`config.mk`:
```
export PLATFORM = sky130hd
export DESIGN_NAME = asce_uart
export DESIGN_NICKNAME = d
export VERILOG_FILES = /design/src/verilog/asce_pkg.sv /design/src/verilog/asce_uart.sv
export SDC_FILE = /design/constraint.sdc
export NUM_CORES = 1
export LEC_CHECK = 0
export CAP_MARGIN = 15
export CORE_ASPECT_RATIO = 1.4
export CORE_MARGIN = 2
export CORE_UTILIZATION = 25
export CTS_CLUSTER_DIAMETER = 100
export CTS_CLUSTER_SIZE = 10
export DETAILED_ROUTE_END_ITERATION = 8
export DONT_BUFFER_PORTS = 1
export SETUP_SLACK_MARGIN = 0.05
export SLEW_MARGIN = 10
export SYNTH_ARGS = -nofsm -noshare
export SYNTH_HDL_FRONTEND = slang
export SYNTH_HIERARCHICAL = 1
export SYNTH_SLANG_ARGS = --single-unit
```
`constraint.sdc`:
```
create_clock -name clk -period 5.81 [get_ports clk]
set_clock_uncertainty 0.15 [all_clocks]
set_input_delay 1.162 -clock clk [delete_from_list [all_inputs] [get_ports clk]]
set_output_delay 1.162 -clock clk [all_outputs]
set_load 0.02 [all_outputs]
```
`src/verilog/asce_pkg.sv`:
```
// Shared constants and types of the asynchronous serial communication element
package asce_pkg;
  // Register offsets
  localparam logic [2:0] OFS_DATA = 3'h0;
  localparam logic [2:0] OFS_IER = 3'h1;
  localparam logic [2:0] OFS_IIR = 3'h2;
  localparam logic [2:0] OFS_LCR = 3'h3;
  localparam logic [2:0] OFS_MCR = 3'h4;
  localparam logic [2:0] OFS_LSR = 3'h5;
  localparam logic [2:0] OFS_MSR = 3'h6;
  localparam logic [2:0] OFS_SCR = 3'h7;
  // Interrupt enable bits
  localparam int IER_RX = 0;
  localparam int IER_TX_HOLDING_EMPTY = 1;
  localparam int IER_LINE = 2;
  localparam int IER_MODEM = 3;
  // Frame format bits
  localparam int LCR_STB = 2;
  localparam int LCR_PEN = 3;
  localparam int LCR_EPS = 4;
  localparam int LCR_STICK = 5;
  localparam int LCR_BRK = 6;
  localparam int LCR_DIVISOR_BANK_SELECT = 7;
  // Handshake output bits
  localparam int MCR_DTR = 0;
  localparam int MCR_RTS = 1;
  localparam int MCR_OUT1 = 2;
  localparam int MCR_OUT2 = 3;
  localparam int MCR_LOOP = 4;
  // Handshake level index, ring indicator is edge-flagged
  localparam int MSR_RI = 2;
  // Interrupt source codes
  localparam logic [1:0] IID_LINE = 2'h3;
  localparam logic [1:0] IID_RXD = 2'h2;
  localparam logic [1:0] IID_TX_HOLDING_EMPTY = 2'h1;
  localparam logic [1:0] IID_MODEM = 2'h0;
  // Timing in 16x ticks, last index of a five-bit word, divisor that stops the tick
  localparam logic [5:0] TICK_BIT = 6'h10;
  localparam logic [5:0] TICK_HALF = 6'h08;
  localparam logic [5:0] TICK_ONEHALF = 6'h18;
  localparam logic [5:0] TICK_TWO = 6'h20;
  localparam logic [2:0] IDX_FIVE = 3'h4;
  localparam logic [15:0] DIV_STOP = 16'h0000;

  typedef enum logic [2:0] {
    ST_IDLE = 3'b000,
    ST_START = 3'b001,
    ST_DATA = 3'b010,
    ST_PAR = 3'b011,
    ST_STOP = 3'b100
  } asce_ser_state_t;

  typedef struct packed {
    logic wr;
    logic rd;
    logic [2:0] addr;
    logic [7:0] wdata;
  } asce_bus_req_t;

  typedef struct packed {
    logic dcd;
    logic ri;
    logic dsr;
    logic cts;
  } asce_modem_in_t;

  typedef struct packed {
    logic [7:0] dll;
    logic [7:0] dlm;
    logic [3:0] interrupt_enable;
    logic [7:0] frame_format_control;
    logic [4:0] handshake_output_control;
    logic [7:0] scr;
    logic [15:0] baudCnt;
    logic tick;
    asce_ser_state_t txState;
    logic [5:0] txTick;
    logic [2:0] txIdx;
    logic [7:0] txShift;
    logic txPar;
    logic [7:0] transmit_holding;
    logic thrFull;
    logic txLine;
    logic threIrq;
    asce_ser_state_t rxState;
    logic [5:0] rxTick;
    logic [2:0] rxIdx;
    logic [7:0] rxShift;
    logic rxPar;
    logic rxPerr;
    logic rxAllZero;
    logic rxArmed;
    logic oe;
    logic pe;
    logic fe;
    logic bi;
    logic [3:0] msrPrev;
    logic [3:0] delta;
    logic txdPin;
    logic dtrPin;
    logic rtsPin;
    logic out1Pin;
    logic out2Pin;
    logic irqPin;
    logic [7:0] rdata;
  } asce_top_state_t;

  localparam asce_top_state_t TOP_RST = '{
    txState: ST_IDLE,
    rxState: ST_IDLE,
    txLine: 1'b1,
    txdPin: 1'b1,
    default: '0
  };
endpackage : asce_pkg

```
`src/verilog/asce_uart.sv`:
```
// Serial communication element: receive FIFO and register-mapped transmitter/receiver
//
// Function
// - Start, 5-8 data, parity, 1/1.5/2 stops
// - 16-bit divisor makes 16x transmit clock
// - Receiver sampled by same 16x clock
// - Bank 0: offset 0 data, 1 enables
// - Bank 1: offsets 0/1 divisor bytes
// - Offsets 2-7 fixed register order
// - Receive buffer read-only, holding write-only
// - Four interrupt enables, upper bits zero
// - Source reg: pending low, code, zeros
// - Two bits select word length
// - Stop, parity, even, stick, break bits
// - Bit 7 selects divisor bank
// - Handshake outputs and loopback bit
// - Line status flags, bit 7 zero
// - Handshake change flags and levels
// - Divisor low and high bytes combine
`timescale 1ns/10ps
`default_nettype none

module asce_fifo #(
  parameter int WIDTH = 8,
  parameter int DEPTH = 8
) (
  // Clock and reset
  input wire logic clk,
  input wire logic rst_b,
  // Fill side
  input wire logic inValid,
  output logic inReady,
  input wire logic [WIDTH-1:0] inData,
  // Drain side
  output logic outValid,
  input wire logic outReady,
  output logic [WIDTH-1:0] outData
);
  localparam int AW = (DEPTH > 1) ? $clog2(DEPTH) : 1;
  typedef struct packed {
    logic [DEPTH-1:0][WIDTH-1:0] mem;
    logic [AW-1:0] wrPtr;
    logic [AW-1:0] rdPtr;
    logic [AW:0] count;
  } asce_fifo_state_t;
  asce_fifo_state_t s_reg;
  asce_fifo_state_t s_next;
  logic push;
  logic pop;

  function automatic logic [AW-1:0] nextPtr(input logic [AW-1:0] p);
    nextPtr = (p == AW'(DEPTH - 1)) ? '0 : p + 1'b1;
  endfunction : nextPtr

  assign inReady = (s_reg.count != (AW + 1)'(DEPTH));
  assign outValid = (s_reg.count != '0);
  assign outData = s_reg.mem[s_reg.rdPtr];
  assign push = inValid && inReady;
  assign pop = outValid && outReady;

  always_comb begin
    s_next = s_reg;
    if (push) begin
      s_next.mem[s_reg.wrPtr] = inData;
      s_next.wrPtr = nextPtr(s_reg.wrPtr);
    end
    if (pop) begin
      s_next.rdPtr = nextPtr(s_reg.rdPtr);
    end
    if (push && !pop) begin
      s_next.count = s_reg.count + 1'b1;
    end else if (pop && !push) begin
      s_next.count = s_reg.count - 1'b1;
    end
  end

  always_ff @(posedge clk or negedge rst_b) begin
    if (!rst_b) begin
      s_reg <= '0;
    end else begin
      s_reg <= s_next;
    end
  end
endmodule : asce_fifo

module asce_uart #(
  parameter int FIFO_DEPTH = 8
) (
  // Clock and reset
  input wire logic clk,
  input wire logic rst_b,
  // Host register port
  input wire asce_pkg::asce_bus_req_t busReq,
  output logic [7:0] busRdata,
  output logic irqOut,
  // Serial line
  output logic serialOut,
  input wire logic serialIn,
  // Handshake lines
  output logic dtrOut,
  output logic rtsOut,
  output logic out1Out,
  output logic out2Out,
  input wire asce_pkg::asce_modem_in_t modemIn
);
  asce_pkg::asce_top_state_t s_reg;
  asce_pkg::asce_top_state_t s_next;
  logic divisor_bank_select;
  logic loop;
  logic [15:0] divisor;
  logic [2:0] lastIdx;
  logic rxIn;
  logic [3:0] levels;
  logic [3:0] chg;
  logic pendLine;
  logic pendRx;
  logic pendThre;
  logic pendModem;
  logic pending;
  logic [1:0] iid;
  logic tx_shifter_empty;
  logic txEnd;
  logic rxMid;
  logic rxPush;
  logic [7:0] rxPushData;
  logic fifoPop;
  logic fifoReady;
  logic fifoValid;
  logic [7:0] fifoData;
  logic [7:0] rdVal;

  function automatic logic parityBit(input logic acc, input logic [7:0] frame_format_control);
    if (frame_format_control[asce_pkg::LCR_STICK]) begin
      parityBit = ~frame_format_control[asce_pkg::LCR_EPS];
    end else begin
      parityBit = frame_format_control[asce_pkg::LCR_EPS] ? acc : ~acc;
    end
  endfunction : parityBit

  function automatic logic [5:0] stopTicks(input logic [7:0] frame_format_control);
    if (!frame_format_control[asce_pkg::LCR_STB]) begin
      stopTicks = asce_pkg::TICK_BIT;
    end else if (frame_format_control[1:0] == 2'h0) begin
      stopTicks = asce_pkg::TICK_ONEHALF;
    end else begin
      stopTicks = asce_pkg::TICK_TWO;
    end
  endfunction : stopTicks

  asce_fifo #(
    .WIDTH(8),
    .DEPTH(FIFO_DEPTH)
  ) rxFifo (
    .clk(clk),
    .rst_b(rst_b),
    .inValid(rxPush),
    .inReady(fifoReady),
    .inData(rxPushData),
    .outValid(fifoValid),
    .outReady(fifoPop),
    .outData(fifoData)
  );

  assign divisor_bank_select = s_reg.frame_format_control[asce_pkg::LCR_DIVISOR_BANK_SELECT];
  assign loop = s_reg.handshake_output_control[asce_pkg::MCR_LOOP];
  assign divisor = {s_reg.dlm, s_reg.dll};
  assign lastIdx = asce_pkg::IDX_FIVE + {1'b0, s_reg.frame_format_control[1:0]};
  assign rxIn = loop ? s_reg.txLine : serialIn;
  assign levels = loop ? {s_reg.handshake_output_control[asce_pkg::MCR_OUT2], s_reg.handshake_output_control[asce_pkg::MCR_OUT1],
                          s_reg.handshake_output_control[asce_pkg::MCR_DTR], s_reg.handshake_output_control[asce_pkg::MCR_RTS]}
                       : modemIn;
  assign chg = ((levels ^ s_reg.msrPrev) & 4'hb)
             | ({3'h0, s_reg.msrPrev[asce_pkg::MSR_RI] & ~levels[asce_pkg::MSR_RI]} << 2);
  assign pendLine = s_reg.interrupt_enable[asce_pkg::IER_LINE] & (s_reg.oe | s_reg.pe | s_reg.fe | s_reg.bi);
  assign pendRx = s_reg.interrupt_enable[asce_pkg::IER_RX] & fifoValid;
  assign pendThre = s_reg.interrupt_enable[asce_pkg::IER_TX_HOLDING_EMPTY] & s_reg.threIrq;
  assign pendModem = s_reg.interrupt_enable[asce_pkg::IER_MODEM] & (|s_reg.delta);
  assign pending = pendLine | pendRx | pendThre | pendModem;
  assign iid = pendLine ? asce_pkg::IID_LINE
             : pendRx ? asce_pkg::IID_RXD
             : pendThre ? asce_pkg::IID_TX_HOLDING_EMPTY
             : asce_pkg::IID_MODEM;
  assign tx_shifter_empty = (s_reg.txState == asce_pkg::ST_IDLE) & ~s_reg.thrFull;
  assign txEnd = (s_reg.txTick == asce_pkg::TICK_BIT - 6'h01);
  assign rxMid = (s_reg.rxTick == asce_pkg::TICK_BIT - 6'h01);

  always_comb begin
    s_next = s_reg;
    rxPush = 1'b0;
    rxPushData = 8'h00;
    fifoPop = 1'b0;
    rdVal = 8'h00;
    s_next.tick = 1'b0;
    if (divisor == asce_pkg::DIV_STOP) begin
      s_next.baudCnt = asce_pkg::DIV_STOP;
    end else if (s_reg.baudCnt >= divisor - 16'h0001) begin
      s_next.baudCnt = 16'h0000;
      s_next.tick = 1'b1;
    end else begin
      s_next.baudCnt = s_reg.baudCnt + 16'h0001;
    end
    s_next.msrPrev = levels;
    if (busReq.rd) begin
      case (busReq.addr)
        asce_pkg::OFS_DATA: begin
          if (divisor_bank_select) begin
            rdVal = s_reg.dll;
          end else begin
            rdVal = fifoData;
            fifoPop = fifoValid;
          end
        end
        asce_pkg::OFS_IER: rdVal = divisor_bank_select ? s_reg.dlm : {4'h0, s_reg.interrupt_enable};
        asce_pkg::OFS_IIR: begin
          rdVal = {5'h00, iid, ~pending};
          if (pending && iid == asce_pkg::IID_TX_HOLDING_EMPTY) begin
            s_next.threIrq = 1'b0;
          end
        end
        asce_pkg::OFS_LCR: rdVal = s_reg.frame_format_control;
        asce_pkg::OFS_MCR: rdVal = {3'h0, s_reg.handshake_output_control};
        asce_pkg::OFS_LSR: begin
          rdVal = {1'b0, tx_shifter_empty, ~s_reg.thrFull, s_reg.bi, s_reg.fe, s_reg.pe, s_reg.oe, fifoValid};
          s_next.oe = 1'b0;
          s_next.pe = 1'b0;
          s_next.fe = 1'b0;
          s_next.bi = 1'b0;
        end
        asce_pkg::OFS_MSR: begin
          rdVal = {s_reg.msrPrev, s_reg.delta};
          s_next.delta = 4'h0;
        end
        default: rdVal = s_reg.scr;
      endcase
    end
    s_next.rdata = rdVal;
    s_next.delta = s_next.delta | chg;
    if (s_reg.tick) begin
      s_next.txTick = s_reg.txTick + 6'h01;
      case (s_reg.txState)
        asce_pkg::ST_IDLE: begin
          s_next.txTick = 6'h00;
          if (s_reg.thrFull) begin
            s_next.txShift = s_reg.transmit_holding;
            s_next.thrFull = 1'b0;
            s_next.threIrq = 1'b1;
            s_next.txState = asce_pkg::ST_START;
            s_next.txLine = 1'b0;
            s_next.txPar = 1'b0;
          end
        end
        asce_pkg::ST_START: begin
          if (txEnd) begin
            s_next.txTick = 6'h00;
            s_next.txState = asce_pkg::ST_DATA;
            s_next.txIdx = 3'h0;
            s_next.txLine = s_reg.txShift[0];
          end
        end
        asce_pkg::ST_DATA: begin
          if (txEnd) begin
            s_next.txTick = 6'h00;
            s_next.txPar = s_reg.txPar ^ s_reg.txShift[0];
            s_next.txShift = {1'b0, s_reg.txShift[7:1]};
            if (s_reg.txIdx == lastIdx) begin
              if (s_reg.frame_format_control[asce_pkg::LCR_PEN]) begin
                s_next.txState = asce_pkg::ST_PAR;
                s_next.txLine = parityBit(s_reg.txPar ^ s_reg.txShift[0], s_reg.frame_format_control);
              end else begin
                s_next.txState = asce_pkg::ST_STOP;
                s_next.txLine = 1'b1;
              end
            end else begin
              s_next.txIdx = s_reg.txIdx + 3'h1;
              s_next.txLine = s_reg.txShift[1];
            end
          end
        end
        asce_pkg::ST_PAR: begin
          if (txEnd) begin
            s_next.txTick = 6'h00;
            s_next.txState = asce_pkg::ST_STOP;
            s_next.txLine = 1'b1;
          end
        end
        asce_pkg::ST_STOP: begin
          if (s_reg.txTick == stopTicks(s_reg.frame_format_control) - 6'h01) begin
            s_next.txTick = 6'h00;
            s_next.txState = asce_pkg::ST_IDLE;
          end
        end
        default: s_next.txState = asce_pkg::ST_IDLE;
      endcase
    end
    if (s_reg.tick) begin
      s_next.rxTick = s_reg.rxTick + 6'h01;
      case (s_reg.rxState)
        asce_pkg::ST_IDLE: begin
          s_next.rxTick = 6'h00;
          if (rxIn) begin
            s_next.rxArmed = 1'b1;
          end else if (s_reg.rxArmed) begin
            s_next.rxArmed = 1'b0;
            s_next.rxState = asce_pkg::ST_START;
          end
        end
        asce_pkg::ST_START: begin
          // Mid-start check rejects glitches
          if (s_reg.rxTick == asce_pkg::TICK_HALF - 6'h01) begin
            s_next.rxTick = 6'h00;
            s_next.rxState = rxIn ? asce_pkg::ST_IDLE : asce_pkg::ST_DATA;
            s_next.rxArmed = rxIn;
            s_next.rxIdx = 3'h0;
            s_next.rxPar = 1'b0;
            s_next.rxPerr = 1'b0;
            s_next.rxAllZero = 1'b1;
          end
        end
        asce_pkg::ST_DATA: begin
          if (rxMid) begin
            s_next.rxTick = 6'h00;
            s_next.rxShift = {rxIn, s_reg.rxShift[7:1]};
            s_next.rxPar = s_reg.rxPar ^ rxIn;
            s_next.rxAllZero = s_reg.rxAllZero & ~rxIn;
            s_next.rxIdx = s_reg.rxIdx + 3'h1;
            if (s_reg.rxIdx == lastIdx) begin
              s_next.rxState = s_reg.frame_format_control[asce_pkg::LCR_PEN] ? asce_pkg::ST_PAR : asce_pkg::ST_STOP;
            end
          end
        end
        asce_pkg::ST_PAR: begin
          if (rxMid) begin
            s_next.rxTick = 6'h00;
            s_next.rxPerr = (rxIn != parityBit(s_reg.rxPar, s_reg.frame_format_control));
            s_next.rxAllZero = s_reg.rxAllZero & ~rxIn;
            s_next.rxState = asce_pkg::ST_STOP;
          end
        end
        asce_pkg::ST_STOP: begin
          if (rxMid) begin
            s_next.rxTick = 6'h00;
            s_next.rxState = asce_pkg::ST_IDLE;
            rxPush = 1'b1;
            rxPushData = s_reg.rxShift >> (3'h7 - lastIdx);
            s_next.fe = s_next.fe | ~rxIn;
            s_next.pe = s_next.pe | s_reg.rxPerr;
            s_next.bi = s_next.bi | (s_reg.rxAllZero & ~rxIn);
            s_next.oe = s_next.oe | ~fifoReady;
          end
        end
        default: s_next.rxState = asce_pkg::ST_IDLE;
      endcase
    end
    if (busReq.wr) begin
      case (busReq.addr)
        asce_pkg::OFS_DATA: begin
          if (divisor_bank_select) begin
            s_next.dll = busReq.wdata;
          end else begin
            s_next.transmit_holding = busReq.wdata;
            s_next.thrFull = 1'b1;
            s_next.threIrq = 1'b0;
          end
        end
        asce_pkg::OFS_IER: begin
          if (divisor_bank_select) begin
            s_next.dlm = busReq.wdata;
          end else begin
            s_next.interrupt_enable = busReq.wdata[3:0];
            if (busReq.wdata[asce_pkg::IER_TX_HOLDING_EMPTY] && !s_reg.interrupt_enable[asce_pkg::IER_TX_HOLDING_EMPTY]
                && !s_next.thrFull) begin
              s_next.threIrq = 1'b1;
            end
          end
        end
        asce_pkg::OFS_LCR: s_next.frame_format_control = busReq.wdata;
        asce_pkg::OFS_MCR: s_next.handshake_output_control = busReq.wdata[4:0];
        asce_pkg::OFS_SCR: s_next.scr = busReq.wdata;
        default: s_next.scr = s_reg.scr;
      endcase
    end
    s_next.txdPin = loop | (~s_reg.frame_format_control[asce_pkg::LCR_BRK] & s_reg.txLine);
    s_next.dtrPin = s_reg.handshake_output_control[asce_pkg::MCR_DTR] & ~loop;
    s_next.rtsPin = s_reg.handshake_output_control[asce_pkg::MCR_RTS] & ~loop;
    s_next.out1Pin = s_reg.handshake_output_control[asce_pkg::MCR_OUT1] & ~loop;
    s_next.out2Pin = s_reg.handshake_output_control[asce_pkg::MCR_OUT2] & ~loop;
    s_next.irqPin = s_reg.handshake_output_control[asce_pkg::MCR_OUT2] & pending;
  end

  always_ff @(posedge clk or negedge rst_b) begin
    if (!rst_b) begin
      s_reg <= asce_pkg::TOP_RST;
    end else begin
      s_reg <= s_next;
    end
  end

  assign busRdata = s_reg.rdata;
  assign irqOut = s_reg.irqPin;
  assign serialOut = s_reg.txdPin;
  assign dtrOut = s_reg.dtrPin;
  assign rtsOut = s_reg.rtsPin;
  assign out1Out = s_reg.out1Pin;
  assign out2Out = s_reg.out2Pin;
endmodule : asce_uart

`default_nettype wire

```
==> key figures <==
GRT
  – Largest net degree at the start of global routing: 215
  – First-pass GRT wire length: 44.95 mm
  – Grt total ovfl: 0
  – Vias in the first global route: 8007
  – Initial antenna violation count: 2
  – All-Layer GR Usage: 0.1190

Worst setup path
  – Kind of critical path: reg2reg
  – Arr. time, crit path: 4.40 ns
  – Critical Path Start: s_reg[41]
  – Worst reg2reg path depth: 13
  – CP max FO: 10
  – RR Startpoint: s_reg[41]
  – Reg-to-Reg End: rxFifo/s_reg[3]
  – Startpoint types: register
  – R2R setup slack: 1.67 ns
  – Element type at the critical path end: register
  – CP required: 6.07 ns

Clocking
  – Post-cts resize count: 0
  – Clock latency on the worst-skew pair: 0.54 ns
  – TritonCTS Buffers: 25
  – CTS H-tree depth: 1
  – CTS max path bufs: 3
  – CTS tree: done
  – Postcts setup bufs: 0
  – Clock-pin slew on the worst setup and hold paths: 0.07 ns
  – Clock root buffer master: clkbuf_16
  – Hold-fix buffers, CTS: 0
  – CTS Sinks: 214

Power
  – Static leakage: 5.427 nW
  – Overall Power: 4.070 mW
  – Net Switching: 1.238 mW
  – Worst VDD drop: 217.5 uV
  – Reg power frac: 0.488
  – Comb pwr share: 0.170
  – Pwr/cell area: 320.6 nW/um^2
  – Clock share of power: 0.342
  – P_int: 2.832 mW
  – Switching share of power: 0.3042

STA
  – Final setup TNS: 0 ns
  – Final setup margin: 1.669 ns
  – Final setup vio count: 0
  – Tmin final: 4.141 ns
  – Final Max Tran Viols: 0
  – Final Cycle Share: 0.7128
  – Slew margin rel.: 0.3886
  – Final Hold Fails: 0
  – Achievable Freq: 241.5 MHz
  – Unrepaired setup endpoints after global routing: false
  – Hold_ws: 0.2185 ns
  – Worst Tran Pin Value: 0.9116 ns

Detailed routing
  – Routed length per instance: 17.55 um
  – Routed vias: 7842
  – DR iter-0 viols: 422
  – Final ANT Viol Nets: 0
  – DR DRC count: 0
  – DR vias/cell: 4.898
  – Drt first pass iters: 5
  – Post-Route WL: 28.10 mm

Logic synthesis
  – Register bit total from synthesis: 214
  – Async S/R FF share, synth: 1.000
  – Syn Inst Count: 1007
  – Yosys Warn Count: 6
  – Syn Std Cell Area: 11470 sq um
  – Syn nets: 1058
  – Yosys cell types: 79
  – Avg Synthesized Cell Area: 11.39 sq um
  – Post-synth EDFFs: 0
  – Post-synthesis sequential area ratio: 0.4670
  – Main synth FF type: dfrtp_1

Die
  – Row count: 92
  – # IOs: 34
  – Core area: 45120 sq um
  – Die footprint: 47640 sq um
  – Die width: 185.0 um
  – DIE HEIGHT: 257.5 um
  – Starting Density: 0.2542

Placed design
  – Hpwl dp: 19.49 mm
  – Buffers added on ports: 0
  – Setup WS pre-CTS: 1.726 ns
  – Routability cong.: 0.8107

Final layout
  – Multi-input logic area: 5773 sq um
  – Max reg flops: 108
  – # fillers: 4730
  – Synth-to-layout area growth: 10.68%
  – Final nets: 1033
  – Share of cells above drive strength 1: 0.2318
  – Seq. cell area: 5358 sq um

Outcome
  – Status: finished clean

Min path
  – Hold Path Class: in2async

Flow run
  – Max_cap viols: 0
per-stage QoR:
step | cells | utilization | instance area [sq um]
2_1_floorplan | 1007 | - | 11470
6_report | 1601 | 0.2814 | 12700
4_1_cts | 1598 | 0.2811 | 12680
3_3_place_gp | 1565 | 0.2661 | 12010
5_1_grt | 1601 | 0.2814 | 12700
3_5_place_dp | 1565 | 0.2661 | 12010
placed cells by master, fill, tap and decap left out, drive strengths merged, types with 21 or more instances in the layout:
cell,Yosys,final
xnor2,31,31
nand2,86,86
a21oi,36,36
mux4,21,21
mux2,149,149
nor3,30,30
nand3,35,35
o21ai,46,46
ha,30,30
dfrtp,212,212
nor2,47,47
clkbuf,31,31
final cells by class:
class	instances	area share
tap	611	0.06021
inverter	19	0.005912
sequential	214	0.4220
timing repair buffer	6	0.003547
clock buffer	31	0.05104
antenna	2	0.0003942
multi-input combinational	716	0.4547
clock inverter	2	0.002266
cells in the mapped netlist, types with 5 or more instances:
| cell | instances | area, sq um |
|---|---|---|
| o21ai_0 | 42 | 210.2 |
| nor4b_1 | 6 | 52.55 |
| nand2_1 | 85 | 319.1 |
| a21oi_1 | 36 | 180.2 |
| buf_4 | 9 | 67.56 |
| nor2_1 | 46 | 172.7 |
| buf_1 | 11 | 41.29 |
| inv_1 | 17 | 63.81 |
| o211ai_1 | 13 | 97.59 |
| xor2_1 | 11 | 96.34 |
| mux2i_1 | 17 | 170.2 |
| a21o_1 | 12 | 90.09 |
| dfrtp_1 | 212 | 5305 |
| buf_2 | 6 | 30.03 |
| nand3_1 | 34 | 170.2 |
| nor4_1 | 9 | 56.30 |
| xnor2_1 | 31 | 271.5 |
| clkbuf_1 | 31 | 116.4 |
| and3_1 | 6 | 37.54 |
| mux2_2 | 147 | 1655 |
| and2_1 | 8 | 50.05 |
| o41ai_1 | 7 | 61.31 |
| mux4_2 | 21 | 473.0 |
| nor2b_1 | 16 | 100.1 |
| o31ai_1 | 5 | 37.54 |
| nor3_1 | 28 | 140.1 |
| ha_1 | 30 | 375.4 |
| nand4_1 | 12 | 75.07 |
critical path, cell delays in order, from the launching register on:
cell and delay, ns:
dfrtp_1 0.39, ha_1 0.23, or3b_1 0.50, or2_4 0.33, or4_4 0.53, clkinv_2 0.14
nand2_1 0.13, inv_1 0.11, ha_1 0.27, inv_1 0.14, ha_1 0.36, or4_1 0.51
o211ai_1 0.11, o211ai_1 0.10
cells by family after synthesis:
| kind of cell | count (synthesis) | share of synthesized area |
|---|---|---|
| and+or+nand+nor | 295 | 0.1416 |
| muxes | 187 | 0.2023 |
| adders and majority gates | 31 | 0.03446 |
| xor gates and xnor gates | 42 | 0.03206 |
| AOI/OAI and AO/OA | 161 | 0.09281 |
| DFF | 214 | 0.4670 |
| buffers and inverters | 77 | 0.02977 |
worst max path at each step:
stage	to	depth (start not counted)
CTS	rxFifo/s_reg[3]	13
detailed placement	rxFifo/s_reg[3]	13
global route	rxFifo/s_reg[3]	13
floorplan	rxFifo/s_reg[3]	14
global placement	rxFifo/s_reg[3]	13
finish	rxFifo/s_reg[3]	13
per-layer routing:
| metal | GRT usage | up-vias | routed length, um |
|---|---|---|---|
| li1 | - | 3630 | - |
| met2 | 0.2224 | 153 | 15090 |
| met1 | 0.1353 | 4010 | 11050 |
| met4 | 0.04299 | 0 | 813 |
| met5 | 0 | - | 0 |
| met3 | 0.01712 | 49 | 1139 |
power by group through the flow:
stage                     logic, mW  registers (mW)  clock network, mW
final                         0.692            1.98               1.39
after floorplan               0.635            1.87                  0
after global placement        0.672            2.00                  0
after detailed placement      0.699            2.01                  0
after CTS                     0.701            1.98               1.44
after global routing          0.795            2.02               1.49
Note: power is estimated with default switching activity, not from simulation.
